<file path="src/pkg/switch_gid_pkg.sv">
// constants, types and register map of the global id and start-up bank
package switch_gid_pkg;

  // clock and timing
  localparam int CLK_FREQ_HZ       = 250_000_000;
  localparam int US_CYCLES         = CLK_FREQ_HZ / 1_000_000;
  localparam int FAST_AGE_US       = 800;
  localparam int FAST_AGE_CYCLES   = FAST_AGE_US * US_CYCLES;
  localparam int FAST_AGE_LIMIT_US = FAST_AGE_US - 2;
  localparam int NORMAL_AGE_SEC    = 200;
  localparam int NORMAL_AGE_US     = NORMAL_AGE_SEC * 1_000_000;
  localparam int AGE_CNT_W         = 28;
  localparam int US_CNT_W          = 8;
  localparam int FAST_CYC_W        = 18;

  // register offsets
  localparam logic [7:0] REG_FAMILY   = 8'h00;
  localparam logic [7:0] REG_ID_START = 8'h01;
  localparam logic [7:0] REG_GCTRL0   = 8'h02;

  // field positions
  localparam int ID1_CODE_MSB = 7;
  localparam int ID1_CODE_LSB = 4;
  localparam int ID1_REV_MSB  = 3;
  localparam int ID1_REV_LSB  = 1;
  localparam int START_BIT    = 0;

  // reset values
  localparam logic [7:0] GC0_RESET = 8'h44;
  localparam logic [7:0] ZERO_BYTE = 8'h00;

  // start-up
  localparam logic [1:0] STRAP_BOTH_LOW = 2'h0;
  localparam logic [3:0] STRAP_SETTLE   = 4'h7;
  localparam int         PORT_COUNT     = 3;

  // global control zero layout
  typedef struct packed {
    logic       new_backoff;
    logic [2:0] rsvd_hi;
    logic       pass_pause;
    logic       rsvd_b2;
    logic       rsvd_b1;
    logic       link_age;
  } gc0_s;

  // eeprom byte reader answer
  typedef struct packed {
    logic       done;
    logic       absent;
    logic [7:0] data;
  } ee_rsp_s;

  // start-up sequencer
  typedef enum logic [5:0] {
    BOOT_STRAP = 6'b000001,
    BOOT_RD0   = 6'b000010,
    BOOT_RD1   = 6'b000100,
    BOOT_RD2   = 6'b001000,
    BOOT_RUN   = 6'b010000,
    BOOT_MAN   = 6'b100000
  } boot_e;

endpackage

</file>
<file path="src/design/switch_global_id_start_control.sv">
// global identity, start-up and control zero register bank
//
// Added by the designer: the plain strobed port.
`timescale 1ns/1ps
// Behaviour
// - manual strap modes start when start bit set
// - manual modes stay stopped while start bit clear
// - both straps low: read eeprom, start automatically
// - no eeprom: keep strap and default values
// - eeprom loads only if family byte and device code match
// - read-only family, device and revision fields
// - control bit 7 selects alternative back-off
// - control bit 3 forwards pause frames
// - link loss triggers fast age when enabled
// - after fast cycle, normal period resumes
// - any port unplugged ages out all addresses
module switch_global_id_start_control #(
  parameter int         NORMAL_AGE_US = switch_gid_pkg::NORMAL_AGE_US,
  // arbitrary identity values
  parameter logic [7:0] FAMILY_CODE   = 8'h5A,
  parameter logic [3:0] DEVICE_CODE   = 4'h3,
  parameter logic [2:0] REVISION      = 3'h1
) (
  // clock and reset
  input  wire logic                    sys_clk,
  input  wire logic                    rst_n,
  // register port
  input  wire logic [7:0]              reg_addr,
  input  wire logic [7:0]              reg_wdata,
  input  wire logic                    reg_wr,
  input  wire logic                    reg_rd,
  output logic      [7:0]              reg_rdata,
  // strap pins
  input  wire logic                    boot_mode_strap_high,
  input  wire logic                    boot_mode_strap_low,
  // eeprom byte reader
  output logic                         ee_rd_req,
  output logic      [7:0]              ee_rd_addr,
  input  wire switch_gid_pkg::ee_rsp_s ee_rsp,
  // port link status
  input  wire logic [2:0]              port_link_up,
  // switch engine controls
  output logic                         switch_running,
  output logic                         new_backoff_en,
  output logic                         pass_pause_en,
  output logic                         age_tick,
  output logic                         fast_age_active,
  output logic                         flush_all
);

  logic [1:0]            strap;
  switch_gid_pkg::boot_e boot_r;
  logic [3:0]            settle_r;
  logic                  ee_pend_r;
  logic                  ee_req_r;
  logic [7:0]            ee_addr_r;
  logic                  ee_match_r;
  logic                  ee_start_r;
  logic                  auto_mode_r;
  logic                  ee_reading;
  logic                  ee_answer;
  logic                  ee_load;
  logic                  start_r;
  switch_gid_pkg::gc0_s  gc0_r;
  logic                  running_r;
  logic [7:0]            rdata_r;
  logic                  backoff_r;
  logic                  pause_r;
  logic [2:0]            link_d_r;
  logic                  link_fall;
  logic                  flush_r;
  logic                  fast_req;
  logic                  wr_id;
  logic                  wr_gc0;

  strap_sync u_strap (
    .sys_clk    (sys_clk),
    .rst_n      (rst_n),
    .pin_in     ({boot_mode_strap_high, boot_mode_strap_low}),
    .pin_stable (strap)
  );

  assign ee_reading = (boot_r == switch_gid_pkg::BOOT_RD0) ||
                      (boot_r == switch_gid_pkg::BOOT_RD1) ||
                      (boot_r == switch_gid_pkg::BOOT_RD2);
  assign ee_answer  = ee_reading && ee_pend_r && ee_rsp.done;
  assign ee_load    = ee_answer && !ee_rsp.absent && ee_match_r &&
                      (boot_r == switch_gid_pkg::BOOT_RD2);
  assign wr_id      = reg_wr && (reg_addr == switch_gid_pkg::REG_ID_START);
  assign wr_gc0     = reg_wr && (reg_addr == switch_gid_pkg::REG_GCTRL0);

  // start-up sequencer
  always_ff @(posedge sys_clk or negedge rst_n)
  begin
    if (!rst_n)
    begin
      boot_r      <= switch_gid_pkg::BOOT_STRAP;
      settle_r    <= '0;
      ee_pend_r   <= 1'b0;
      ee_req_r    <= 1'b0;
      ee_addr_r   <= switch_gid_pkg::ZERO_BYTE;
      ee_match_r  <= 1'b0;
      ee_start_r  <= 1'b0;
      auto_mode_r <= 1'b0;
    end
    else
    begin
      ee_req_r <= 1'b0;
      unique case (boot_r)
        switch_gid_pkg::BOOT_STRAP:
        begin
          if (settle_r != switch_gid_pkg::STRAP_SETTLE)
            settle_r <= settle_r + 1'b1;
          else if (strap == switch_gid_pkg::STRAP_BOTH_LOW)
          begin
            auto_mode_r <= 1'b1;
            boot_r      <= switch_gid_pkg::BOOT_RD0;
          end
          else
            boot_r <= switch_gid_pkg::BOOT_MAN;
        end
        switch_gid_pkg::BOOT_RD0,
        switch_gid_pkg::BOOT_RD1,
        switch_gid_pkg::BOOT_RD2:
        begin
          if (!ee_pend_r)
          begin
            ee_req_r  <= 1'b1;
            ee_pend_r <= 1'b1;
            if (boot_r == switch_gid_pkg::BOOT_RD0)
              ee_addr_r <= switch_gid_pkg::REG_FAMILY;
            else if (boot_r == switch_gid_pkg::BOOT_RD1)
              ee_addr_r <= switch_gid_pkg::REG_ID_START;
            else
              ee_addr_r <= switch_gid_pkg::REG_GCTRL0;
          end
          else if (ee_rsp.done)
          begin
            ee_pend_r <= 1'b0;
            if (ee_rsp.absent)
              boot_r <= switch_gid_pkg::BOOT_RUN;
            else if (boot_r == switch_gid_pkg::BOOT_RD0)
            begin
              ee_match_r <= (ee_rsp.data == FAMILY_CODE);
              boot_r     <= switch_gid_pkg::BOOT_RD1;
            end
            else if (boot_r == switch_gid_pkg::BOOT_RD1)
            begin
              ee_match_r <= ee_match_r &&
                (ee_rsp.data[switch_gid_pkg::ID1_CODE_MSB:
                             switch_gid_pkg::ID1_CODE_LSB] == DEVICE_CODE);
              ee_start_r <= ee_rsp.data[switch_gid_pkg::START_BIT];
              boot_r     <= switch_gid_pkg::BOOT_RD2;
            end
            else
              boot_r <= switch_gid_pkg::BOOT_RUN;
          end
        end
        switch_gid_pkg::BOOT_RUN,
        switch_gid_pkg::BOOT_MAN:
          boot_r <= boot_r;
      endcase
    end
  end

  always_ff @(posedge sys_clk or negedge rst_n)
  begin
    if (!rst_n)
      start_r <= 1'b0;
    else if (ee_load)
      start_r <= ee_start_r;
    else if (wr_id)
      start_r <= reg_wdata[switch_gid_pkg::START_BIT];
  end

  // reserved bits start at reset pattern
  always_ff @(posedge sys_clk or negedge rst_n)
  begin
    if (!rst_n)
      gc0_r <= switch_gid_pkg::GC0_RESET;
    else if (ee_load)
      gc0_r <= ee_rsp.data;
    else if (wr_gc0)
      gc0_r <= reg_wdata;
  end

  always_ff @(posedge sys_clk or negedge rst_n)
  begin
    if (!rst_n)
      running_r <= 1'b0;
    else
      running_r <= (boot_r == switch_gid_pkg::BOOT_RUN) ||
                   ((boot_r == switch_gid_pkg::BOOT_MAN) && start_r);
  end

  always_ff @(posedge sys_clk or negedge rst_n)
  begin
    if (!rst_n)
      rdata_r <= switch_gid_pkg::ZERO_BYTE;
    else if (reg_rd)
    begin
      case (reg_addr)
        switch_gid_pkg::REG_FAMILY:   rdata_r <= FAMILY_CODE;
        switch_gid_pkg::REG_ID_START: rdata_r <= {DEVICE_CODE, REVISION,
                                                  start_r};
        switch_gid_pkg::REG_GCTRL0:   rdata_r <= gc0_r;
        default:                      rdata_r <= switch_gid_pkg::ZERO_BYTE;
      endcase
    end
    else
      rdata_r <= switch_gid_pkg::ZERO_BYTE;
  end

  always_ff @(posedge sys_clk or negedge rst_n)
  begin
    if (!rst_n)
    begin
      backoff_r <= 1'b0;
      pause_r   <= 1'b0;
    end
    else
    begin
      backoff_r <= gc0_r.new_backoff;
      pause_r   <= gc0_r.pass_pause;
    end
  end

  // link loss detection
  assign link_fall = |(link_d_r & ~port_link_up);
  assign fast_req  = link_fall && gc0_r.link_age;

  always_ff @(posedge sys_clk or negedge rst_n)
  begin
    if (!rst_n)
    begin
      link_d_r <= '0;
      flush_r  <= 1'b0;
    end
    else
    begin
      link_d_r <= port_link_up;
      flush_r  <= link_fall;
    end
  end

  age_timer #(
    .NORMAL_AGE_US (NORMAL_AGE_US)
  ) u_age (
    .sys_clk     (sys_clk),
    .rst_n       (rst_n),
    .fast_req    (fast_req),
    .age_tick    (age_tick),
    .fast_active (fast_age_active)
  );

  assign reg_rdata      = rdata_r;
  assign ee_rd_req      = ee_req_r;
  assign ee_rd_addr     = ee_addr_r;
  assign switch_running = running_r;
  assign new_backoff_en = backoff_r;
  assign pass_pause_en  = pause_r;
  assign flush_all      = flush_r;

  manual_start_a: assert property (
    @(posedge sys_clk) disable iff (!rst_n)
    boot_r == switch_gid_pkg::BOOT_MAN && $rose(start_r) |-> ##1 running_r)
    else $error("manual start did not run");
  manual_stop_a: assert property (
    @(posedge sys_clk) disable iff (!rst_n)
    auto_mode_r == 1'b0 && !start_r |=> !running_r)
    else $error("running without start bit");
  auto_start_a: assert property (
    @(posedge sys_clk) disable iff (!rst_n)
    boot_r == switch_gid_pkg::BOOT_RUN |=> running_r && auto_mode_r)
    else $error("automatic start missing");
  ee_absent_a: assert property (
    @(posedge sys_clk) disable iff (!rst_n)
    ee_answer && ee_rsp.absent && !wr_gc0
    |=> boot_r == switch_gid_pkg::BOOT_RUN && gc0_r == $past(gc0_r))
    else $error("absent eeprom changed defaults");
  ee_load_a: assert property (
    @(posedge sys_clk) disable iff (!rst_n)
    ee_load |=> gc0_r == $past(ee_rsp.data) ##1 running_r)
    else $error("eeprom contents not loaded");
  ee_reject_a: assert property (
    @(posedge sys_clk) disable iff (!rst_n)
    ee_answer && !ee_match_r && !wr_gc0 && !wr_id
    |=> gc0_r == $past(gc0_r) && start_r == $past(start_r))
    else $error("mismatched eeprom loaded");
  family_read_a: assert property (
    @(posedge sys_clk) disable iff (!rst_n)
    reg_rd && reg_addr == switch_gid_pkg::REG_FAMILY
    |=> reg_rdata == FAMILY_CODE ##1 reg_rdata == '0 || $past(reg_rd))
    else $error("family code read wrong");
  id_read_a: assert property (
    @(posedge sys_clk) disable iff (!rst_n)
    reg_rd && reg_addr == switch_gid_pkg::REG_ID_START
    |=> reg_rdata[7:1] == {DEVICE_CODE, REVISION})
    else $error("device code or revision read wrong");
  backoff_sel_a: assert property (
    @(posedge sys_clk) disable iff (!rst_n)
    wr_gc0 && !ee_load |-> ##2 new_backoff_en == $past(reg_wdata[7], 2))
    else $error("back-off select not applied");
  pause_pass_a: assert property (
    @(posedge sys_clk) disable iff (!rst_n)
    wr_gc0 && !ee_load |-> ##2 pass_pause_en == $past(reg_wdata[3], 2))
    else $error("pause pass select not applied");
  fast_trig_a: assert property (
    @(posedge sys_clk) disable iff (!rst_n)
    link_fall && gc0_r.link_age |=> fast_age_active)
    else $error("link loss did not start fast age");
  no_trig_a: assert property (
    @(posedge sys_clk) disable iff (!rst_n)
    !gc0_r.link_age && !fast_age_active |=> !fast_age_active)
    else $error("fast age started while disabled");
  unplug_flush_a: assert property (
    @(posedge sys_clk) disable iff (!rst_n)
    link_fall |=> flush_all)
    else $error("unplug did not flush addresses");
  start_back_a: assert property (
    @(posedge sys_clk) disable iff (!rst_n)
    wr_id && !ee_load ##1 reg_rd && reg_addr == switch_gid_pkg::REG_ID_START
    |=> reg_rdata[0] == $past(reg_wdata[0], 2))
    else $error("start bit readback wrong");

endmodule

</file>
<file path="src/design/strap_sync.sv">
// three-stage synchroniser for the boot mode strap pins
`timescale 1ns/1ps
module strap_sync (
  // clock and reset
  input  wire logic       sys_clk,
  input  wire logic       rst_n,
  // pins and settled values
  input  wire logic [1:0] pin_in,
  output logic      [1:0] pin_stable
);

  logic [1:0] s1_r;
  logic [1:0] s2_r;
  logic [1:0] s3_r;
  logic [1:0] stable_r;

  genvar gi;
  generate
    for (gi = 0; gi < 2; gi++)
    begin : g_bit
      always_ff @(posedge sys_clk or negedge rst_n)
      begin
        if (!rst_n)
        begin
          s1_r[gi]     <= 1'b0;
          s2_r[gi]     <= 1'b0;
          s3_r[gi]     <= 1'b0;
          stable_r[gi] <= 1'b0;
        end
        else
        begin
          s1_r[gi] <= pin_in[gi];
          s2_r[gi] <= s1_r[gi];
          s3_r[gi] <= s2_r[gi];
          // change counts once second and third agree
          if (s2_r[gi] == s3_r[gi])
            stable_r[gi] <= s3_r[gi];
        end
      end
    end
  endgenerate

  assign pin_stable = stable_r;

endmodule

</file>
<file path="src/design/age_timer.sv">
// address table age period timer with fast age cycle
`timescale 1ns/1ps
module age_timer #(
  parameter int NORMAL_AGE_US = switch_gid_pkg::NORMAL_AGE_US
) (
  // clock and reset
  input  wire logic sys_clk,
  input  wire logic rst_n,
  // control
  input  wire logic fast_req,
  // status
  output logic      age_tick,
  output logic      fast_active
);

  localparam logic [switch_gid_pkg::US_CNT_W-1:0] US_LAST =
    switch_gid_pkg::US_CNT_W'(switch_gid_pkg::US_CYCLES - 1);
  localparam logic [switch_gid_pkg::AGE_CNT_W-1:0] NORM_LAST =
    switch_gid_pkg::AGE_CNT_W'(NORMAL_AGE_US - 1);
  localparam logic [switch_gid_pkg::AGE_CNT_W-1:0] FAST_LAST =
    switch_gid_pkg::AGE_CNT_W'(switch_gid_pkg::FAST_AGE_LIMIT_US);
  localparam logic [switch_gid_pkg::FAST_CYC_W-1:0] FAST_MAX =
    switch_gid_pkg::FAST_CYC_W'(switch_gid_pkg::FAST_AGE_CYCLES);

  logic [switch_gid_pkg::US_CNT_W-1:0]   us_cnt_r;
  logic [switch_gid_pkg::AGE_CNT_W-1:0]  age_cnt_r;
  logic [switch_gid_pkg::AGE_CNT_W-1:0]  age_last;
  logic [switch_gid_pkg::FAST_CYC_W-1:0] fast_cyc_r;
  logic                                  us_tick;
  logic                                  age_tick_r;
  logic                                  fast_active_r;

  assign us_tick  = (us_cnt_r == US_LAST);
  assign age_last = fast_active_r ? FAST_LAST : NORM_LAST;

  // microsecond enable divider
  always_ff @(posedge sys_clk or negedge rst_n)
  begin
    if (!rst_n)
      us_cnt_r <= '0;
    else if (us_tick)
      us_cnt_r <= '0;
    else
      us_cnt_r <= us_cnt_r + 1'b1;
  end

  always_ff @(posedge sys_clk or negedge rst_n)
  begin
    if (!rst_n)
    begin
      age_cnt_r     <= '0;
      age_tick_r    <= 1'b0;
      fast_active_r <= 1'b0;
    end
    else if (fast_req)
    begin
      age_cnt_r     <= '0;
      age_tick_r    <= 1'b0;
      fast_active_r <= 1'b1;
    end
    else
    begin
      age_tick_r <= 1'b0;
      if (us_tick)
      begin
        if (age_cnt_r == age_last)
        begin
          age_cnt_r     <= '0;
          age_tick_r    <= 1'b1;
          fast_active_r <= 1'b0;
        end
        else
          age_cnt_r <= age_cnt_r + 1'b1;
      end
    end
  end

  // cycles spent in a fast cycle, for checking only
  always_ff @(posedge sys_clk or negedge rst_n)
  begin
    if (!rst_n)
      fast_cyc_r <= '0;
    else if (fast_req)
      fast_cyc_r <= '0;
    else if (fast_active_r)
      fast_cyc_r <= fast_cyc_r + 1'b1;
  end

  assign age_tick    = age_tick_r;
  assign fast_active = fast_active_r;

  fast_bound_a: assert property (
    @(posedge sys_clk) disable iff (!rst_n)
    fast_active_r |-> fast_cyc_r < FAST_MAX)
    else $error("fast age cycle too long");

  fast_end_a: assert property (
    @(posedge sys_clk) disable iff (!rst_n)
    $fell(fast_active_r) |-> age_tick_r && age_cnt_r == '0)
    else $error("fast age ended without age tick");

endmodule

</file>
<file path="config.mk">
export PLATFORM = sky130hd
export DESIGN_NAME = switch_global_id_start_control
export DESIGN_NICKNAME = d
export VERILOG_FILES = /design/src/pkg/switch_gid_pkg.sv /design/src/design/switch_global_id_start_control.sv /design/src/design/strap_sync.sv /design/src/design/age_timer.sv
export SDC_FILE = /design/constraint.sdc
export NUM_CORES = 1
export LEC_CHECK = 0
export ABC_AREA = 1
export BUFFER_PORTS_ARGS = -buffer_cell sky130_fd_sc_hd__clkbuf_2
export CAP_MARGIN = 20
export CORE_MARGIN = 10
export CORE_UTILIZATION = 63
export CTS_CLUSTER_DIAMETER = 30
export CTS_CLUSTER_SIZE = 14
export DETAILED_ROUTE_END_ITERATION = 8
export PLACE_DENSITY_LB_ADDON = 0.3
export SETUP_SLACK_MARGIN = 0.4
export SLEW_MARGIN = 0
export SYNTH_ARGS = -nofsm -noshare
export SYNTH_HDL_FRONTEND = slang
export SYNTH_SLANG_ARGS = --single-unit
</file>
<file path="constraint.sdc">
create_clock -name sys_clk -period 4.75 [get_ports sys_clk]
set_clock_uncertainty 0.1 [all_clocks]
set_input_delay 0.2375 -clock sys_clk [delete_from_list [all_inputs] [get_ports sys_clk]]
set_output_delay 0.2375 -clock sys_clk [all_outputs]
set_load 0.05 [all_outputs]
</file>
# ---- Word-level counts from Yosys, hierarchy flattened
# Index checks and enable logic that the tools add are counted.
dict set report word_totals {
  register_bits 92
  in_bits 35
  word_cells 122
}
dict set report op_classes {
  add_sub_neg 3
  n_eq_ne 18
  n_mux 33
  bitwise_logic 6
  n_reduce_logical 30
}
# operator count
set ops {}
lappend ops {{28-bit 2-to-1 mux} 4}
lappend ops {{8-bit 2-to-1 mux} 4}
lappend ops {{28-bit by 1-bit adder with 28-bit output, second input constant} 1}
lappend ops {{28-bit == test} 1}
lappend ops {{6-bit 2-to-1 mux} 4}
lappend ops {{8-bit case mux with 3 select lines} 1}
lappend ops {{5-bit 2-to-1 mux} 3}
lappend ops {{1-bit 2-to-1 mux} 14}
lappend ops {{6-bit case mux with 2 select lines} 1}
lappend ops {{1-bit logical AND} 10}
lappend ops {{2-bit nonzero test} 5}
lappend ops {{8-bit by 1-bit adder with 8-bit output, second input constant} 1}
lappend ops {{8-bit by 1-bit == test with 1-bit output, second input constant} 1}
lappend ops {{8-bit by 2-bit == test with 1-bit output, second input constant} 1}
lappend ops {{8-bit by 7-bit == test with 1-bit output, second input constant} 1}
lappend ops {{8-bit == test, second input constant} 1}
lappend ops {{8-bit zero test} 1}
lappend ops {{6-bit by 1-bit == test with 1-bit output, second input constant} 1}
lappend ops {{6-bit by 2-bit == test with 1-bit output, second input constant} 1}
lappend ops {{6-bit by 3-bit == test with 1-bit output, second input constant} 1}
lappend ops {{6-bit by 4-bit == test with 1-bit output, second input constant} 1}
lappend ops {{6-bit by 5-bit == test with 1-bit output, second input constant} 1}
lappend ops {{6-bit == test, second input constant} 1}
lappend ops {{2-bit != test, second input constant} 3}
lappend ops {{other kinds (17)} 27}

# ---- Depth between registers and ports, before layout
dict set report depth {
  ltp_word 9
  depth_mapped 11
  depth_no_buf 10
}

# ---- Hierarchy
# From an unflattened synthesis, not the netlist that was laid out.
dict set report hier_totals {
  cells_unflattened 636
  hier_area_um2 4773.3
}
# mod n_inst cells_each area_each_um2 seq_area_each_um2
set modules_own_cells {}
lappend modules_own_cells {age_timer 1 361 2518.7 950.9}
lappend modules_own_cells {switch_global_id_start_control 1 259 2021.9 1004.7}
lappend modules_own_cells {strap_sync 1 16 232.7 200.2}

# ---- Least setup slack after synthesis
# OpenSTA, ideal clock, no wires.
dict set report synth_path {
  path_kind {flip-flop to flip-flop}
  from {register u_age.us_cnt_r[1] (netlist bit)}
  to {register u_age.age_cnt_r[19] (netlist bit)}
  setup_ns 0.114
  arrival_time_ns 1.350
  setup_slack_ns 3.186
  stages_incl_launch_ff 12
  n_path_buf 2
  synth_period_minus_slack_ns 1.564
  cell_sequence {dfrtp_1 -> inv_1 -> ha_1 -> nand2_1 -> nor2_2 -> nand2_2 -> nand2_2 -> buf_6 -> buf_4 -> nand4_1 -> nand2_1 -> nor2_2}
}
dict set report synth_between {
  elab_chain_cells 2
}
# element line_no
set synth_rtl {}
lappend synth_rtl {{start, declared} age_timer.sv:25} ;# logic [switch_gid_pkg::US_CNT_W-1:0] us_cnt_r;
lappend synth_rtl {{start signal, assigned} age_timer.sv:44} ;# us_cnt_r <= us_cnt_r + 1'b1;
lappend synth_rtl {{8-bit == test} age_timer.sv:33} ;# assign us_tick = (us_cnt_r == US_LAST);
lappend synth_rtl {{2-bit nonzero test (no source line)} -}
lappend synth_rtl {{end signal, assigned} age_timer.sv:73} ;# age_cnt_r <= age_cnt_r + 1'b1;
lappend synth_rtl {{end, declared} age_timer.sv:26} ;# logic [switch_gid_pkg::AGE_CNT_W-1:0] age_cnt_r;
# Every way passes these cells.
# A chain may end at the register's enable or synchronous reset.

# ---- Final worst setup path
dict set report layout_path {
  from {input port_link_up[0]}
  to {register u_age.age_cnt_r[8] (netlist bit)}
}
dict set report layout_between {
  elab_chain_cells 5
}
# element line_no
set layout_rtl {}
lappend layout_rtl {{start, declared} switch_global_id_start_control.sv:41} ;# input wire logic [2:0] port_link_up,
lappend layout_rtl {{3-bit NOT *} switch_global_id_start_control.sv:229} ;# assign link_fall = |(link_d_r & ~port_link_up);
lappend layout_rtl {{3-bit AND *} switch_global_id_start_control.sv:229}
lappend layout_rtl {{3-bit OR reduction *} switch_global_id_start_control.sv:229}
lappend layout_rtl {{via link_fall} switch_global_id_start_control.sv:70} ;# logic link_fall;
lappend layout_rtl {{1-bit logical AND *} switch_global_id_start_control.sv:230} ;# assign fast_req = link_fall && gc0_r.link_age;
lappend layout_rtl {{28-bit 2-to-1 mux / 2-bit nonzero test (equally long branches)} -}
# Mark *: on every way through the listed nets, which the timed path passes. The rest lies on a longest branch.

==> qor.yml <==
cts:
  cts.reportedPaths.clkPinSlew_ns: 0.09
  cts_made_buffers: 9
  clock-sinks: 86
  cts_buffer_depth: 2
  post_cts_buffers: 0
  insertion_delay_ns: 0.35
  post_cts_resized: 0
  htreeDepth: 3
  cts-root-buf: "clkbuf_8"
  cts_tree: "done"
sta:
  clock.fmax_ghz: 0.4280
  setup_tns_ns: 0
  worst_pin_slew_ns: 0.7001
  finalSetupViolCount: 0
  rsz0062_at_grt: "no"
  slew_viol_final: 0
  slew_headroom_pct: 53.33
  finalHoldViolCount: 0
  timing.final.crit_share_pct: 49.19
  period_needed_ns: 2.336
hold_path:
  hold_path_end: "gc0_r[5]$_DFFE_PN0P_"
  worstHoldStart: "reg_wdata[5]"
  holdPathStages: 3
  min_path_type: "primary input to register"
die:
  fp.dieArea_mm2: 0.01116
  initial_core_util_pct: 64.36
  die_h_um: 105.6
  row_count: 31
  io_pins: 58
  core-area_mm2: 0.007176
  dieWidth_um: 105.6
final_layout:
  n_antenna_cell: 0
  drive_gt1_share_pct: 19.50
  finalNonFillerCells: 740
  final_nets: 675
  syn_to_final_growth_pct: 12.68
  stdcell_area_mm2: 0.005204
critical_path:
  path_buf_inv: 4
  r2r_slack_ns: 2.59
  worstPathRequired_ns: 4.90
  cp-start-kind: "primary input"
  path_depth: 11
  arrival_ns: 2.48
  slowest_stage: "dlygate4sd3_1"
  path_common_cell: "nand2_1"
  cp-end-kind: "register"
  r2r-end: "u_age.age_cnt_r[8]$_DFFE_PN0P_"
  r2r_cells: 8
  critPathMaxFanout: 30
  criticalPathCategory: "primary input to register"
  r2r_start: "link_d_r[0]$_DFF_PN0_"
  worstPathCellList: "dlygate4sd3_1 -> clkbuf_2 -> inv_1 -> nand2_1 -> nand3_1 -> nand2_1 -> nand2_2 -> inv_2 -> nor2_1 -> o21ai_0 -> nor2_2"
  max_stage_delay_ns: 0.53
  cp_top_family: "simple AND/OR/NAND/NOR gates"
placement:
  gp_congestion: 0.9294
  hpwl_um: 7596
  place_inst: 718
  dpl_cell_area_mm2: 0.004900
  io_buffer_count: 51
logic_synthesis:
  async_reset_ff_share_pct: 100.0
  synth_top_area_share_pct: 44.97
  ys_types: 41
  synth_edf_count: 0
  synth_top_flop_cell: "dfrtp_1"
  yosysSeqAreaShare_pct: 46.68
  ys_seq_elements: 86
  synth.area.top_cells: "dfrtp_1 (45%), nand2_1 (12%), nor2_1 (5.8%)"
  synth.largest_area_cell: "dfrtp_1"
  synthCells: 576
  yosys_warnings: 0
  synth.avg_cell_area_um2: 8.018
  syn_area_mm2: 0.004618
global_route:
  grt_pass1_wl_um: 17640
  grt_pass1_vias: 3873
  grtUsageTotal_pct: 19.00
  grt-ovfl-total: 0
  grt_max_degree: 59
  antenna_found_initial: 0
power_and_ir_drop:
  ir_drop_mv: 0.1931
  p_leak_nw: 2.577
  power.density_mw_per_mm2: 288.3
route:
  wl_per_cell_um: 14.00
  ant_nets: 0
  vias: 3962
  drtPass1Iterations: 5
  drcViolationCount: 0
  routed_via_density: 5.354
  first_iter_violations: 195
  wl_um: 10360
status:
  status: "finished clean"
run:
  drv_cap: 0
sequential cells by signal, indices dropped and copies added (netlist names), 2 cells and up:
| signal | flops |
|---|---|
| boot_r | 6 |
| ee_rd_addr | 2 |
| gc0_r | 8 |
| link_d_r | 3 |
| reg_rdata | 8 |
| settle_r | 4 |
| u_age.age_cnt_r | 28 |
| u_age.us_cnt_r | 8 |
| u_strap.pin_stable | 2 |
| u_strap.s1_r | 2 |
| u_strap.s2_r | 2 |
| u_strap.s3_r | 2 |
Yosys cell counts (3+ instances only):
library cell  count
xor2_1            7
nor3_1            7
o211ai_1          9
or2_2             7
inv_2             5
o21ai_0          21
nor2_2           16
inv_1            63
nand4_1          25
nand3_1          38
dfrtp_1          83
a21oi_1           8
xnor2_1           3
buf_4             8
nor2_4            6
nand2_1         150
nand2_2          11
dfstp_2           3
ha_1              4
nor2_1           71
and3_1            3
kinds of logic after synthesis:
family          after synthesis  synth area share, %
compound gates               46                6.042
xor+xnor                     10                1.897
fa+ha+maj                     6                1.517
buf+inv                      82                8.263
flops                        86                46.68
mux                           1               0.2438
other cells                   1              0.08120
simple gates                344                35.28
layer usage:
metal  up-vias  wire [um]  share of wire, %  track usage [%]
met3        19        541               5.2            4.141
met5         -          0                 0                0
met4         0        220               2.1            7.544
met2       113       5178                50            32.62
li1       1963          -                 -                -
met1      1867       4417                43            22.72
power by group:
part           leakage [nW]  switching, mW  internal (mW)
Clock                 0.126          0.273          0.353
Sequential             1.12         0.0110          0.748
Combinational          1.34         0.0793         0.0355
Total                  2.58          0.364           1.14
placed cells by master (no fill, tap or decap), types with 3 or more instances in the layout:
| cell | instances |
|---|---|
| or2_2 | 7 |
| dfrtp_1 | 83 |
| xor2_1 | 7 |
| dlygate4sd3_1 | 6 |
| and3_1 | 3 |
| inv_1 | 63 |
| inv_2 | 5 |
| nand4_1 | 25 |
| nor2_4 | 6 |
| o211ai_1 | 9 |
| bufinv_16 | 3 |
| dfstp_2 | 3 |
| nand2_2 | 11 |
| nor2_1 | 71 |
| nand3_1 | 38 |
| clkbuf_8 | 9 |
| a21oi_1 | 8 |
| nor3_1 | 7 |
| nand2_1 | 150 |
| conb_1 | 6 |
| clkbuf_2 | 50 |
| o21ai_0 | 21 |
| nor2_2 | 16 |
| xnor2_1 | 3 |
| ha_1 | 4 |
through the flow:
stage | setup slack, ns | hold WS (ns) | util (%) | power [mW]
after floorplan | 3.186 | -0.1581 | - | 0.8424
after global placement | 2.694 | 0.08866 | 68.28 | 0.8802
after detailed placement | 2.612 | 0.09117 | 68.28 | 0.8844
after CTS | 2.443 | 0.03056 | 72.52 | 1.506
after global routing | 2.175 | 0.06572 | 72.52 | 1.546
final | 2.414 | 0.03757 | 72.52 | 1.500
final cells by class:
type | instances | area [um2]
sequential | 86 | 2156
multi-input combinational | 413 | 2100
fill | 558 | 1972
clock inverter | 7 | 120.1
timing repair buffer | 58 | 325.3
inverter | 68 | 255.2
tap | 99 | 123.9
clock buffer | 9 | 123.9
tightest hold or removal path: stages:
cell and delay (ns):
clkbuf_2 0.08, o211ai_1 0.08, nand2_1 0.06
worst max path at each step:
stage                                 endpoint  slack (ns)                        start
3_5_place_dp    u_age.age_cnt_r[8]$_DFFE_PN0P_        2.61              port_link_up[0]
3_3_place_gp    u_age.age_cnt_r[8]$_DFFE_PN0P_        2.69              port_link_up[0]
4_1_cts         u_age.age_cnt_r[8]$_DFFE_PN0P_        2.44              port_link_up[1]
5_1_grt         u_age.age_cnt_r[8]$_DFFE_PN0P_        2.17              port_link_up[1]
6_report        u_age.age_cnt_r[8]$_DFFE_PN0P_        2.41              port_link_up[0]
2_1_floorplan  u_age.age_cnt_r[19]$_DFFE_PN0P_        3.19  u_age.us_cnt_r[1]$_DFF_PN0_
repair_timing:
action                                 in CTS  in global routing
setup endpoints to repair                   0                  0
hold buffers                                6                  0
endpoints found under the hold margin      33                  0
(Power assumes the default switching activity.)
